`src/core/usb_phy_regs_pkg.sv`:
```
// constants, field layouts and carrier types for the phy interface register block
package usb_phy_regs_pkg;

    // register byte offsets
    localparam logic [7:0] OFS_MODULE_RESET       = 8'h00;
    localparam logic [7:0] OFS_OTG_POWER_CONTROL  = 8'h10;
    localparam logic [7:0] OFS_OTG_STATUS_MIRROR  = 8'h14;
    localparam logic [7:0] OFS_SERIAL_LINE_CTRL   = 8'h18;
    localparam logic [7:0] OFS_LINE_ERROR_FLAGS   = 8'h1c;
    localparam logic [7:0] OFS_FLAG_HOLD_SELECT   = 8'h20;
    localparam logic [7:0] OFS_FLAG_PORT_ROUTING  = 8'h24;
    localparam logic [7:0] OFS_FRAME_NUMBER       = 8'h28;
    localparam logic [7:0] OFS_LAST_PACKET_ID     = 8'h2c;
    localparam logic [7:0] OFS_LAST_ENDPOINT      = 8'h30;
    localparam logic [7:0] OFS_ENDPOINT_MARK      = 8'h34;
    localparam logic [7:0] OFS_OTG_STATUS_MASK    = 8'h38;
    localparam logic [7:0] OFS_POWER_SIGNAL_WORD  = 8'h3c;

    // otg power control field positions
    localparam int OTG_EXT_VBUS_IND_BIT = 7;
    localparam int OTG_DRV_VBUS_EXT_BIT = 6;
    localparam int OTG_CHARGE_BIT       = 4;
    localparam int OTG_DISCHARGE_BIT    = 3;
    localparam int OTG_DM_PULLDOWN_BIT  = 2;
    localparam int OTG_DP_PULLDOWN_BIT  = 1;
    localparam int OTG_ID_PULLUP_BIT    = 0;

    // serial line control field positions
    localparam int SER_DIFF_RX_BIT  = 6;
    localparam int SER_DM_RX_BIT    = 5;
    localparam int SER_DP_RX_BIT    = 4;
    localparam int SER_TX_SE0_BIT   = 3;
    localparam int SER_TX_DATA_BIT  = 2;
    localparam int SER_TX_EN_N_BIT  = 1;
    localparam int SER_FSLS_BIT     = 0;

    // line error flag positions
    localparam int FLG_TOKEN_OK     = 6;
    localparam int FLG_SE0          = 5;
    localparam int FLG_K            = 4;
    localparam int FLG_J            = 3;
    localparam int FLG_CRC16_FAIL   = 2;
    localparam int FLG_RX_ACTIVE    = 1;
    localparam int FLG_RX_ERROR     = 0;
    localparam int FLAG_WIDTH       = 7;

    // port routing mask positions
    localparam int MASK_A_LSB = 0;
    localparam int MASK_B_LSB = 8;
    localparam int MASK_C_LSB = 16;
    localparam int MASK_D_LSB = 24;

    // endpoint valid bit and mark value
    localparam int         EP_VALID_BIT = 4;
    localparam logic [4:0] EP_MARK_OR   = 5'h10;

    // reset values
    localparam logic [7:0]  RST_OTG_POWER_CONTROL = 8'h00;
    localparam logic [3:0]  RST_SERIAL_LINE_CTRL  = 4'h2;
    localparam logic [6:0]  RST_FLAGS             = 7'h00;
    localparam logic [10:0] RST_FRAME_NUMBER      = 11'h000;
    localparam logic [8:0]  RST_POWER_SIGNAL_WORD = 9'h000;

    // line state encodings
    localparam logic [1:0] LS_SE0 = 2'h0;
    localparam logic [1:0] LS_J   = 2'h1;
    localparam logic [1:0] LS_K   = 2'h2;

    // transceiver status inputs, bit order matches the otg status mirror
    typedef struct packed {
        logic       b_session_valid;
        logic       id_grounded;
        logic       host_disconnect;
        logic       bus_voltage_valid;
        logic       session_valid;
        logic       session_end;
    } otg_status_t;

    typedef struct packed {
        otg_status_t otg;
        logic        differential_receive_value;
        logic        minus_line_receive;
        logic        plus_line_receive;
        logic        receive_active_input;
        logic        receive_error_input;
        logic [1:0]  line_state;
    } utmi_status_t;

    // controls driven toward the transceiver
    typedef struct packed {
        logic external_bus_voltage_indication;
        logic drive_bus_voltage_external;
        logic bus_charge_request;
        logic bus_discharge_request;
        logic minus_line_pulldown;
        logic plus_line_pulldown;
        logic id_pin_pullup;
        logic transmit_single_ended_zero;
        logic serial_transmit_value;
        logic transmit_enable_low;
        logic full_low_speed_serial_mode;
    } utmi_ctrl_t;

    // events from the packet decoder, same clock
    typedef struct packed {
        logic        packet_start;
        logic        token_done;
        logic        token_crc5_ok;
        logic        token_pid_ok;
        logic [6:0]  token_address;
        logic [3:0]  token_endpoint;
        logic        pid_valid;
        logic [3:0]  pid;
        logic        data_crc16_fail;
        logic        sof_valid;
        logic [10:0] sof_frame;
    } packet_event_t;

endpackage : usb_phy_regs_pkg

```
`src/core/usb_phy_interface_regs.sv`:
```
// register-controlled otg, serial line and flag logic facing the transceiver
`timescale 1ns/1ps

module usb_phy_interface_regs
    import usb_phy_regs_pkg::*;
(
    input  wire logic          clk_i,
    input  wire logic          rst_n_i,
    input  wire logic          reg_wr_i,
    input  wire logic          reg_rd_i,
    input  wire logic [7:0]    reg_addr_i,
    input  wire logic [31:0]   reg_wdata_i,
    output logic      [31:0]   reg_rdata_o,
    output logic               reg_rvalid_o,
    input  wire logic [6:0]    device_address_i,
    input  wire utmi_status_t  utmi_status_i,
    input  wire packet_event_t pkt_i,
    output utmi_ctrl_t         utmi_ctrl_o,
    output logic      [4:0]    rx_endpoint_o,
    output logic               rx_endpoint_valid_o,
    output logic               flag_port_a_o,
    output logic               flag_port_b_o,
    output logic               flag_port_c_o,
    output logic               flag_port_d_o
);

    ////////////////////////////////////////////////////////////////////////////
    // transceiver input synchronisers

    utmi_status_t sync1_q;
    utmi_status_t sync2_q;

    always_ff @(posedge clk_i or negedge rst_n_i) begin
        if (!rst_n_i) begin
            sync1_q <= '0;
            sync2_q <= '0;
        end else begin
            sync1_q <= utmi_status_i;
            sync2_q <= sync1_q;
        end
    end

    ////////////////////////////////////////////////////////////////////////////
    // access decode

    function automatic logic hit(input logic [7:0] addr, input logic [7:0] ofs);
        hit = (addr == ofs);
    endfunction : hit

    wire wr_reset  = reg_wr_i && hit(reg_addr_i, OFS_MODULE_RESET);
    wire wr_otg    = reg_wr_i && hit(reg_addr_i, OFS_OTG_POWER_CONTROL);
    wire wr_serial = reg_wr_i && hit(reg_addr_i, OFS_SERIAL_LINE_CTRL);
    wire wr_flags  = reg_wr_i && hit(reg_addr_i, OFS_LINE_ERROR_FLAGS);
    wire wr_hold   = reg_wr_i && hit(reg_addr_i, OFS_FLAG_HOLD_SELECT);
    wire wr_route  = reg_wr_i && hit(reg_addr_i, OFS_FLAG_PORT_ROUTING);
    wire wr_frame  = reg_wr_i && hit(reg_addr_i, OFS_FRAME_NUMBER);
    wire wr_mark   = reg_wr_i && hit(reg_addr_i, OFS_ENDPOINT_MARK);
    wire wr_omask  = reg_wr_i && hit(reg_addr_i, OFS_OTG_STATUS_MASK);
    wire wr_power  = reg_wr_i && hit(reg_addr_i, OFS_POWER_SIGNAL_WORD);

    ////////////////////////////////////////////////////////////////////////////
    // software registers; a module reset write clears them like power-on

    logic [7:0]  otg_ctrl_q;
    logic [3:0]  serial_ctrl_q;
    logic [6:0]  hold_sel_q;
    logic [31:0] route_q;
    logic [10:0] frame_q;
    logic [15:0] ep_mark_q;
    logic [31:0] otg_mask_q;
    logic [8:0]  power_word_q;

    always_ff @(posedge clk_i or negedge rst_n_i) begin
        if (!rst_n_i) begin
            otg_ctrl_q    <= RST_OTG_POWER_CONTROL;
            serial_ctrl_q <= RST_SERIAL_LINE_CTRL;
            hold_sel_q    <= RST_FLAGS;
            route_q       <= '0;
            frame_q       <= RST_FRAME_NUMBER;
            ep_mark_q     <= '0;
            otg_mask_q    <= '0;
            power_word_q  <= RST_POWER_SIGNAL_WORD;
        end else if (wr_reset) begin
            otg_ctrl_q    <= RST_OTG_POWER_CONTROL;
            serial_ctrl_q <= RST_SERIAL_LINE_CTRL;
            hold_sel_q    <= RST_FLAGS;
            route_q       <= '0;
            frame_q       <= RST_FRAME_NUMBER;
            ep_mark_q     <= '0;
            otg_mask_q    <= '0;
            power_word_q  <= RST_POWER_SIGNAL_WORD;
        end else begin
            // bit 5 is reserved and never stored
            if (wr_otg)    otg_ctrl_q    <= reg_wdata_i[7:0] & 8'hdf;
            if (wr_serial) serial_ctrl_q <= reg_wdata_i[3:0];
            if (wr_hold)   hold_sel_q    <= reg_wdata_i[6:0];
            if (wr_route)  route_q       <= reg_wdata_i;
            // software write wins over a frame number from the line
            if (wr_frame)  frame_q       <= reg_wdata_i[10:0];
            else if (pkt_i.sof_valid) frame_q <= pkt_i.sof_frame;
            if (wr_mark)   ep_mark_q     <= reg_wdata_i[15:0];
            if (wr_omask)  otg_mask_q    <= reg_wdata_i;
            if (wr_power)  power_word_q  <= reg_wdata_i[8:0];
        end
    end

    ////////////////////////////////////////////////////////////////////////////
    // packet capture

    wire addr_match = (pkt_i.token_address == device_address_i);
    wire token_good = pkt_i.token_done && pkt_i.token_crc5_ok
                      && pkt_i.token_pid_ok && addr_match;

    logic [3:0] last_pid_q;
    logic [3:0] last_ep_q;
    logic       ep_valid_q;

    always_ff @(posedge clk_i or negedge rst_n_i) begin
        if (!rst_n_i) begin
            last_pid_q <= '0;
            last_ep_q  <= '0;
            ep_valid_q <= 1'b0;
        end else if (wr_reset) begin
            last_pid_q <= '0;
            last_ep_q  <= '0;
            ep_valid_q <= 1'b0;
        end else begin
            if (pkt_i.pid_valid) last_pid_q <= pkt_i.pid;
            if (token_good) begin
                last_ep_q  <= pkt_i.token_endpoint;
                ep_valid_q <= 1'b1;
            end
        end
    end

    wire ep_marked = ep_mark_q[last_ep_q];
    wire [4:0] ep_out = {1'b0, last_ep_q} | (ep_marked ? EP_MARK_OR : 5'h00);

    ////////////////////////////////////////////////////////////////////////////
    // line and error flags

    // level sources are followed while not held; event sources set and wait
    logic [6:0] flag_src;
    assign flag_src[FLG_TOKEN_OK]   = token_good;
    assign flag_src[FLG_SE0]        = (sync2_q.line_state == LS_SE0);
    assign flag_src[FLG_K]          = (sync2_q.line_state == LS_K);
    assign flag_src[FLG_J]          = (sync2_q.line_state == LS_J);
    assign flag_src[FLG_CRC16_FAIL] = pkt_i.data_crc16_fail;
    assign flag_src[FLG_RX_ACTIVE]  = sync2_q.receive_active_input;
    assign flag_src[FLG_RX_ERROR]   = sync2_q.receive_error_input;

    localparam logic [6:0] LEVEL_FLAGS = 7'h3b;

    logic [6:0] flags_q;
    logic [6:0] flags_d;
    wire  [6:0] w1c = wr_flags ? reg_wdata_i[6:0] : 7'h00;

    always_comb begin
        for (int i = 0; i < FLAG_WIDTH; i++) begin
            if (hold_sel_q[i]) begin
                // set wins over a clear in the same cycle
                flags_d[i] = flag_src[i] | (flags_q[i] & ~w1c[i]);
            end else if (LEVEL_FLAGS[i]) begin
                flags_d[i] = flag_src[i];
            end else begin
                flags_d[i] = flag_src[i] | (flags_q[i] & ~w1c[i]
                             & ~pkt_i.packet_start);
            end
        end
    end

    always_ff @(posedge clk_i or negedge rst_n_i) begin
        if (!rst_n_i) flags_q <= RST_FLAGS;
        else if (wr_reset) flags_q <= RST_FLAGS;
        else flags_q <= flags_d;
    end

    function automatic logic routed(input logic [7:0] mask, input logic [6:0] f);
        routed = |(mask[6:0] & f);
    endfunction : routed

    ////////////////////////////////////////////////////////////////////////////
    // outputs

    always_ff @(posedge clk_i or negedge rst_n_i) begin
        if (!rst_n_i) begin
            flag_port_a_o       <= 1'b0;
            flag_port_b_o       <= 1'b0;
            flag_port_c_o       <= 1'b0;
            flag_port_d_o       <= 1'b0;
            rx_endpoint_o       <= '0;
            rx_endpoint_valid_o <= 1'b0;
        end else begin
            flag_port_a_o       <= routed(route_q[MASK_A_LSB +: 8], flags_q);
            flag_port_b_o       <= routed(route_q[MASK_B_LSB +: 8], flags_q);
            flag_port_c_o       <= routed(route_q[MASK_C_LSB +: 8], flags_q);
            flag_port_d_o       <= routed(route_q[MASK_D_LSB +: 8], flags_q);
            rx_endpoint_o       <= ep_out;
            rx_endpoint_valid_o <= ep_valid_q;
        end
    end

    assign utmi_ctrl_o.external_bus_voltage_indication = otg_ctrl_q[OTG_EXT_VBUS_IND_BIT];
    assign utmi_ctrl_o.drive_bus_voltage_external      = otg_ctrl_q[OTG_DRV_VBUS_EXT_BIT];
    assign utmi_ctrl_o.bus_charge_request              = otg_ctrl_q[OTG_CHARGE_BIT];
    assign utmi_ctrl_o.bus_discharge_request           = otg_ctrl_q[OTG_DISCHARGE_BIT];
    assign utmi_ctrl_o.minus_line_pulldown             = otg_ctrl_q[OTG_DM_PULLDOWN_BIT];
    assign utmi_ctrl_o.plus_line_pulldown              = otg_ctrl_q[OTG_DP_PULLDOWN_BIT];
    assign utmi_ctrl_o.id_pin_pullup                   = otg_ctrl_q[OTG_ID_PULLUP_BIT];
    assign utmi_ctrl_o.transmit_single_ended_zero      = serial_ctrl_q[SER_TX_SE0_BIT];
    assign utmi_ctrl_o.serial_transmit_value           = serial_ctrl_q[SER_TX_DATA_BIT];
    assign utmi_ctrl_o.transmit_enable_low             = serial_ctrl_q[SER_TX_EN_N_BIT];
    assign utmi_ctrl_o.full_low_speed_serial_mode      = serial_ctrl_q[SER_FSLS_BIT];

    ////////////////////////////////////////////////////////////////////////////
    // read mux; unmapped and write-only offsets read zero

    logic [31:0] rd_mux;
    always_comb begin
        rd_mux = 32'h0000_0000;
        case (reg_addr_i)
            OFS_OTG_POWER_CONTROL: rd_mux = {24'h00_0000, otg_ctrl_q};
            OFS_OTG_STATUS_MIRROR: rd_mux = {26'h000_0000, sync2_q.otg};
            OFS_SERIAL_LINE_CTRL:  rd_mux = {25'h000_0000,
                                             sync2_q.differential_receive_value,
                                             sync2_q.minus_line_receive,
                                             sync2_q.plus_line_receive,
                                             serial_ctrl_q};
            OFS_LINE_ERROR_FLAGS:  rd_mux = {25'h000_0000, flags_q};
            OFS_FLAG_HOLD_SELECT:  rd_mux = {25'h000_0000, hold_sel_q};
            OFS_FLAG_PORT_ROUTING: rd_mux = route_q;
            OFS_FRAME_NUMBER:      rd_mux = {21'h00_0000, frame_q};
            OFS_LAST_PACKET_ID:    rd_mux = {28'h000_0000, last_pid_q};
            OFS_LAST_ENDPOINT:     rd_mux = {27'h000_0000, ep_valid_q, last_ep_q};
            OFS_ENDPOINT_MARK:     rd_mux = {16'h0000, ep_mark_q};
            OFS_OTG_STATUS_MASK:   rd_mux = otg_mask_q;
            OFS_POWER_SIGNAL_WORD: rd_mux = {23'h00_0000, power_word_q};
            default:               rd_mux = 32'h0000_0000;
        endcase
    end

    // whole-word accesses only; no byte lanes are decoded
    always_ff @(posedge clk_i or negedge rst_n_i) begin
        if (!rst_n_i) begin
            reg_rdata_o  <= '0;
            reg_rvalid_o <= 1'b0;
        end else begin
            reg_rvalid_o <= reg_rd_i;
            if (reg_rd_i) reg_rdata_o <= rd_mux;
        end
    end

    ////////////////////////////////////////////////////////////////////////////
    // assertions

    property p_otg_drive;
        @(posedge clk_i) disable iff (!rst_n_i)
        wr_otg && !wr_reset |=> utmi_ctrl_o.bus_charge_request == $past(reg_wdata_i[4])
            && utmi_ctrl_o.external_bus_voltage_indication == $past(reg_wdata_i[7]);
    endproperty
    a_otg_drive: assert property (p_otg_drive)
        else $error("otg control write not driven to transceiver");

    property p_pulldown;
        @(posedge clk_i) disable iff (!rst_n_i)
        wr_otg |=> utmi_ctrl_o.minus_line_pulldown == $past(reg_wdata_i[2]);
    endproperty
    a_pulldown: assert property (p_pulldown)
        else $error("minus line pulldown mismatch");

    property p_status_mirror;
        @(posedge clk_i) disable iff (!rst_n_i)
        reg_rd_i && reg_addr_i == OFS_OTG_STATUS_MIRROR
            |=> reg_rvalid_o && reg_rdata_o[5:0] == $past(sync2_q.otg);
    endproperty
    a_status_mirror: assert property (p_status_mirror)
        else $error("otg status read does not mirror inputs");

    property p_tx_enable_reset;
        @(posedge clk_i) disable iff (!rst_n_i)
        wr_reset |=> utmi_ctrl_o.transmit_enable_low && !utmi_ctrl_o.full_low_speed_serial_mode;
    endproperty
    a_tx_enable_reset: assert property (p_tx_enable_reset)
        else $error("serial control not at reset value after module reset");

    property p_token_flag;
        @(posedge clk_i) disable iff (!rst_n_i)
        token_good && !wr_reset |=> flags_q[FLG_TOKEN_OK];
    endproperty
    a_token_flag: assert property (p_token_flag)
        else $error("good token did not set flag");

    property p_bad_address;
        @(posedge clk_i) disable iff (!rst_n_i)
        pkt_i.token_done && !addr_match |=> $stable(last_ep_q);
    endproperty
    a_bad_address: assert property (p_bad_address)
        else $error("foreign token updated endpoint");

    property p_held_flag;
        @(posedge clk_i) disable iff (!rst_n_i)
        hold_sel_q[FLG_CRC16_FAIL] && flags_q[FLG_CRC16_FAIL] && !w1c[FLG_CRC16_FAIL]
            && !wr_reset && !wr_hold |=> flags_q[FLG_CRC16_FAIL];
    endproperty
    a_held_flag: assert property (p_held_flag)
        else $error("held flag dropped without clear");

    property p_packet_clear;
        @(posedge clk_i) disable iff (!rst_n_i)
        !hold_sel_q[FLG_CRC16_FAIL] && pkt_i.packet_start && !pkt_i.data_crc16_fail
            |=> !flags_q[FLG_CRC16_FAIL];
    endproperty
    a_packet_clear: assert property (p_packet_clear)
        else $error("unheld flag survived next packet");

    property p_port_route;
        @(posedge clk_i) disable iff (!rst_n_i)
        |(route_q[6:0] & flags_q) |=> flag_port_a_o;
    endproperty
    a_port_route: assert property (p_port_route)
        else $error("routed flag did not raise port");

    property p_rx_follow;
        @(posedge clk_i) disable iff (!rst_n_i)
        !hold_sel_q[FLG_RX_ACTIVE] && !wr_reset
            |=> flags_q[FLG_RX_ACTIVE] == $past(sync2_q.receive_active_input);
    endproperty
    a_rx_follow: assert property (p_rx_follow)
        else $error("rx active flag does not follow input");

    property p_ep_mark;
        @(posedge clk_i) disable iff (!rst_n_i)
        ep_marked |=> rx_endpoint_o[4];
    endproperty
    a_ep_mark: assert property (p_ep_mark)
        else $error("marked endpoint missing 0x10");

    property p_crc16_flag;
        @(posedge clk_i) disable iff (!rst_n_i)
        pkt_i.data_crc16_fail && !wr_reset |=> flags_q[FLG_CRC16_FAIL];
    endproperty
    a_crc16_flag: assert property (p_crc16_flag)
        else $error("data crc failure did not set flag");

    property p_pid_capture;
        @(posedge clk_i) disable iff (!rst_n_i)
        pkt_i.pid_valid && !wr_reset |=> last_pid_q == $past(pkt_i.pid);
    endproperty
    a_pid_capture: assert property (p_pid_capture)
        else $error("packet identifier not captured");

    property p_frame_write;
        @(posedge clk_i) disable iff (!rst_n_i)
        wr_frame |=> frame_q == $past(reg_wdata_i[10:0]);
    endproperty
    a_frame_write: assert property (p_frame_write)
        else $error("frame number write not stored");

    property p_otg_reserved;
        @(posedge clk_i) disable iff (!rst_n_i)
        reg_rd_i && reg_addr_i == OFS_OTG_POWER_CONTROL
            |=> reg_rdata_o[31:8] == 24'h00_0000 && !reg_rdata_o[5];
    endproperty
    a_otg_reserved: assert property (p_otg_reserved)
        else $error("reserved otg control bits read nonzero");

endmodule : usb_phy_interface_regs

```
`config.mk`:
```
export PLATFORM = sky130hd
export DESIGN_NAME = usb_phy_interface_regs
export DESIGN_NICKNAME = d
export VERILOG_FILES = /design/src/core/usb_phy_regs_pkg.sv /design/src/core/usb_phy_interface_regs.sv
export SDC_FILE = /design/constraint.sdc
export NUM_CORES = 1
export LEC_CHECK = 0
export BUFFER_PORTS_ARGS = -buffer_cell sky130_fd_sc_hd__buf_2
export CAP_MARGIN = 20
export CORE_MARGIN = 1
export CORE_UTILIZATION = 57
export CTS_BUF_LIST = sky130_fd_sc_hd__clkbuf_4 sky130_fd_sc_hd__clkbuf_8 sky130_fd_sc_hd__clkbuf_16
export CTS_CLUSTER_SIZE = 24
export DETAILED_ROUTE_END_ITERATION = 8
export PLACE_DENSITY = 0.91
export SYNTH_ARGS = -nofsm -noshare
export SYNTH_HDL_FRONTEND = slang
export SYNTH_SLANG_ARGS = --single-unit
```
`constraint.sdc`:
```
create_clock -name clk_i -period 2.15 [get_ports clk_i]
set_clock_uncertainty 0.05 [all_clocks]
set_input_delay 0.43 -clock clk_i [delete_from_list [all_inputs] [get_ports clk_i]]
set_output_delay 0.43 -clock clk_i [all_outputs]
set_load 0.02 [all_outputs]
```
Word-level counts from Yosys, hierarchy flattened
Cells that the tools add are included.
{ "totals": {"ff_bits": 204, "input_bits": 97, "output_inout_bits": 54, "wordCells": 156} }
{ "op_classes": {"n_lt_le_gt_ge": 1, "eq_ne": 15, "mux": 36, "n_bitwise": 31, "reduce_logical": 29} }
{ "ops": {"columns": ["operator", "n"], "rows": [
  ["$pmux W32 S12", 1],
  ["$mux W32", 4],
  ["$eq A8 B6 Y1 const B", 8],
  ["$mux W11", 3],
  ["$eq A8 B5 Y1 const B", 4],
  ["$mux W16", 2],
  ["$and A7 B7 Y7", 4],
  ["$mux W7", 4],
  ["$reduce_or A7 Y1", 4],
  ["$mux W4", 6],
  ["$mux W9", 2],
  ["$reduce_bool A2 Y1", 9],
  ["$mux W8", 2],
  ["$logic_and A1 B1 Y1", 13],
  ["$mux W1", 10],
  ["$and A1 B1 Y1", 9],
  ["$or A1 B1 Y1", 9],
  ["$logic_not A8 Y1", 1],
  ["$not A1 Y1", 8],
  ["$eq A7 B7 Y1", 1],
  ["$lt A4 B5 Y1 const B", 1],
  ["$mux W5", 1],
  ["$or A4 B5 Y5", 1],
  ["$bmux W1 S4", 1],
  ["other kinds (4)", 4]
]} }

Logic depth before layout (Yosys ltp)
{ "logic_depth": {"word_depth": 9, "depth_mapped": 8, "mapped_depth_nobuf": 5} }

Worst setup path after synthesis
OpenSTA, ideal clock, no wires.
{ "synth_timing": {"path_kind": "input to register", "startpoint": "input reg_addr_i[1]", "endpoint": "register route_q[16]", "setup_ns": 0.136, "arrival_time_ns": 1.710, "t_required_ns": 1.964, "slack_ns": 0.253, "path_stages": 8, "cell_sequence": "buf_2 > nor4b_4 > and2_1 > buf_2 > nand2_1 > buf_2 > nand2_1 > a21oi_1"} }
{ "synth_via": {"elab_chain_cells": 3, "word_cells_on_any_way": 6, "classes_between": "eq/ne (1); mux (1); reduce/logical (4)"} }
{ "synth_rtl": {"columns": ["item", "line", "text"], "rows": [
  ["from (decl)", "usb_phy_interface_regs.sv:11", "input wire logic [7:0] reg_addr_i,"],
  ["$eq A8 B6 Y1 / $logic_not A8 Y1 (equally long branches)", "usb_phy_interface_regs.sv:47", "hit = (addr == ofs);"],
  ["$logic_and A1 B1 Y1 (on tied branches)", "usb_phy_interface_regs.sv:55, usb_phy_interface_regs.sv:50", null],
  ["$reduce_bool A2 Y1 (no source line) / $mux W32 (equally long branches)", null, null],
  ["to (signal assigned)", "usb_phy_interface_regs.sv:97", "if (wr_route) route_q <= reg_wdata_i;"],
  ["to (decl)", "usb_phy_interface_regs.sv:67", "logic [31:0] route_q;"]
]} }
Parallel ways exist; a longest one is shown, timed or not.
A chain may end at the register's enable or synchronous reset.

Final worst setup path
{ "layout_timing": {"startpoint": "register last_ep_q[0]", "endpoint": "register rx_endpoint_o[4]"} }
{ "layout_via": {"elab_chain_cells": 4} }
{ "layout_rtl": {"columns": ["item", "line", "text"], "rows": [
  ["from (decl)", "usb_phy_interface_regs.sv:115", "logic [3:0] last_ep_q;"],
  ["from (signal assigned)", "usb_phy_interface_regs.sv:130", "last_ep_q <= pkt_i.token_endpoint;"],
  ["$bmux W1 S4", "usb_phy_interface_regs.sv:136", "wire ep_marked = ep_mark_q[last_ep_q];"],
  ["$mux W1 (implied by the code)", "usb_phy_interface_regs.sv:136", null],
  ["net ep_marked", "usb_phy_interface_regs.sv:136", null],
  ["$mux W5", "usb_phy_interface_regs.sv:137", "wire [4:0] ep_out = {1'b0, last_ep_q} | (ep_marked ? EP_MARK_OR : 5'h00);"],
  ["$or A4 B5 Y5", "usb_phy_interface_regs.sv:137", null],
  ["to (signal assigned)", "usb_phy_interface_regs.sv:198", "rx_endpoint_o <= ep_out;"],
  ["to (decl)", "usb_phy_interface_regs.sv:19", "output logic [4:0] rx_endpoint_o,"]
]} }
The timed path passes the listed nets, and every way through them passes these cells. The select of a mux whose other input is x is not followed.

==> impl_metrics.json <==
{
  "route.final.wire_length_um": 28900,
  "avgSynthCellArea_um2": 10.4,
  "cts_setup_buffers": 0,
  "die_w_um": 129,
  "tightest_slew_ns": 0.465,
  "ys.flop_type": "dfrtp_1",
  "hpwl_um": 19900,
  "drt_pass1_iterations": 7,
  "met1Wirelength_um": 11300,
  "crit_path_max_incr_delay_ns": 0.59,
  "timing.final.hold_violations": 0,
  "synth-seq-area-share": 0.553,
  "grt.overflow.total": 0,
  "maximum_number_of_pins_on_one_net_before_global_route_repair": 53,
  "totalPowerFinal_uw": 8760,
  "detail_route.drc_violations": 0,
  "uppermost_layer_routed": "met4",
  "max_freq_ghz": 0.554,
  "worstPathArrival_ns": 2.13,
  "setup_viol": 0,
  "holdWs_ns": 0.0873,
  "avgViaCountPerCell": 6.27,
  "layout-drive-gt1-share": 0.263,
  "cellLeakagePower_uw": 0.00551,
  "whs_path_depth": 1,
  "cp_cell_sequence": "mux4_2 -> mux4_2",
  "max-cap-violations": 0,
  "ffs_latches_synth": 203,
  "min_delay_worst_endpoint": "reg_rvalid_o",
  "ioPinCount": 151,
  "num_rows": 46,
  "worstRegToRegCells": 2,
  "die_height_um": 129,
  "dr_wl_met3_um": 2750,
  "yosysWarnings": 0,
  "crit_slowest_cell": "mux4_2",
  "fin_setup_tns_ns": 0,
  "layout.core_utilization": 0.716,
  "run_status": "completed",
  "slew_violations": 0,
  "area_growth_from_synthesis_to_final_layout_pct": 23.3,
  "timing.slew.headroom": 0.687,
  "globalplace.congestion": 1.03,
  "final_cells": 1303,
  "start_util": 0.581,
  "via_count": 8176,
  "grt_use_total": 0.357,
  "core_area_mm2": 0.0158,
  "cts_tree": "built",
  "post_cts.resized_instances": 0,
  "worst_ir_drop_vdd_uv": 586,
  "timing.critical_path.buf_inv": 0,
  "antennaDiodeCount": 0,
  "nNetsFinal": 1170,
  "synth_fp_nets": 983,
  "r2r-start": "last_ep_q[0]",
  "startpoint_class_of_the_critical_path": "flip-flop",
  "endpoint_kind": "flip-flop",
  "min_period_over_period": 0.840,
  "critical_path.reg2reg.endpoint": "rx_endpoint_o[4]",
  "power_density_mw_per_mm2": 773,
  "grt_antenna_before_repair": 0,
  "timing_worst_setup_path_type": "reg2reg",
  "synth_area_mm2": 0.00919,
  "wl_met2_um": 13600,
  "cts_hold_buffers": 14,
  "worst_setup_hold_path_clk_slew_ns": 0.06,
  "hold_path.class": "in2reg",
  "dieArea_mm2": 0.0166,
  "grt_pass1_wl_um": 44400,
  "grt_setup_unrepaired": "no",
  "worst_ep_required_time_ns": 2.47,
  "synth_edf_count": 0,
  "h_tree_depth": 1,
  "placed_cells_incl_taps": 1251,
  "crit_path_frequent_cell": "mux4_2",
  "crit_path_max_fanout": 6,
  "first_iter_violations": 1102,
  "grt_pass1_vias": 7988,
  "synth_cell_types": 58,
  "syn-instance-count": 886,
  "hold_path_startpoint": "reg_rd_i",
  "timing.reg2reg.setup_slack_ns": 0.34,
  "ys_async_sr_fraction": 1.00,
  "clock_path_buffers": 3,
  "cts_root_buffer": "clkbuf_16",
  "cpLargestDelayFamily": "multiplexers",
  "placement.io_buffers": 150,
  "drtAntennaViolNets": 0,
  "finalCriticalPeriod_ns": 1.81,
  "cts-buffers-inserted": 22,
  "clock_insertion_delay_worst_skew_ns": 0.50,
  "cts.sink_count": 203,
  "wl_per_cell_um": 22.1
}
## Yosys cell counts, drive strengths merged (2+ instances only)
master / number / area (um2)
and2: 2 / 12.5
buf: 54 / 320
o22ai: 8 / 50.1
nor4b: 4 / 95.1
a31oi: 7 / 43.8
a21oi: 95 / 475
nor3: 3 / 15.0
o32ai: 2 / 17.5
o2bb2ai: 18 / 158
a211oi: 11 / 82.6
a222oi: 4 / 40.0
a32oi: 4 / 35.0
inv: 4 / 15.0
o21ai: 12 / 60.1
nand2b: 4 / 25.0
xor2: 2 / 17.5
dfrtp: 202 / 5050
a22o: 10 / 87.6
nor2b: 3 / 18.8
and3: 5 / 31.3
nand3: 18 / 100
nor4: 2 / 27.5
a22oi: 44 / 330
clkbuf: 18 / 68.8
and4bb: 2 / 25.0
a221oi: 2 / 17.5
mux2i: 58 / 581
nand4: 3 / 18.8
nor2: 59 / 226
mux2: 10 / 113
nand2: 189 / 709
xnor2: 5 / 43.8
mux4: 5 / 113
nor3b: 2 / 15.0
## routing by layer
metal / vias to the layer above / track usage
met2: 534 / 0.558
met1: 4019 / 0.498
met5: - / 0
met4: 0 / 0.147
met3: 105 / 0.0624
li1: 3518 / -
## through the flow
| step | area, um2 | setup slack, ns |
|---|---|---|
| finish | 11300 | 0.344 |
| global route | 11300 | 0.323 |
| CTS | 11300 | 0.343 |
| detailed placement | 10500 | 0.0697 |
| global placement | 10500 | 0.0883 |
| floorplan | 9190 | 0.253 |
## power breakdown
group	switching [uW]	internal [uW]
logic	446	316
clock network	1490	2350
registers	153	4000
total	2090	6670
## placed cells by master (no fill, tap or decap), types with 16 or more instances in the layout
cell       synthesis  final
dfrtp_1          202    202
mux2i_1           58     58
nand2_1          189    189
nor2_1            57     57
a22oi_1           44     44
nand3_1           16     16
buf_2             34    149
buf_4             14     64
a21oi_1           95     95
clkbuf_16          0     23
o2bb2ai_1         18     18
## state kept, by name, indices dropped and copies added (netlist names), 2 cells and up
| signal | cells |
|---|---|
| frame_q | 11 |
| power_word_q | 9 |
| otg_mask_q | 32 |
| otg_ctrl_q | 7 |
| flag_src | 2 |
| last_pid_q | 4 |
| serial_ctrl_q | 4 |
| hold_sel_q | 7 |
| reg_rdata_o | 32 |
| route_q | 32 |
| last_ep_q | 4 |
| ep_mark_q | 16 |
| flags_q | 7 |
| sync1_q | 13 |
| sync2_q | 11 |
| rx_endpoint_o | 5 |
## worst max-delay path by stage
stage	startpoint	endpoint	slack (ns)	cells past startpoint
after floorplan	reg_addr_i[1]	route_q[16]	0.25	8
after global placement	reg_addr_i[3]	reg_rdata_o[5]	0.09	8
after detailed placement	reg_addr_i[3]	otg_mask_q[8]	0.07	7
after CTS	last_ep_q[0]	rx_endpoint_o[4]	0.34	2
after global routing	last_ep_q[0]	rx_endpoint_o[4]	0.32	2
final	last_ep_q[0]	rx_endpoint_o[4]	0.34	2
## cell families after synthesis
family,Yosys count,synth area share
flip-flops,203,0.553
multiplexers,73,0.0877
AND/OR/NAND/NOR,301,0.148
AO/OA/AOI/OAI,225,0.160
buffers and inverters,77,0.0444
XOR/XNOR,7,0.00667
## cell type report
class / instances / area (um2)
Inverter: 5 / 18.8
Tap cell: 216 / 270
Multi-Input combinational cell: 606 / 3700
Clock buffer: 31 / 654
Clock inverter: 7 / 85.1
Sequential cell: 203 / 5080
Timing Repair Buffer: 235 / 1520
Fill cell: 1116 / 4490
## worst reg2reg max path, cell delays in order, from the launching register on
cell and delay [ns]:
dfrtp_1 0.56, mux4_2 0.59, mux4_2 0.48
Note: power is estimated with default switching activity, not from simulation.
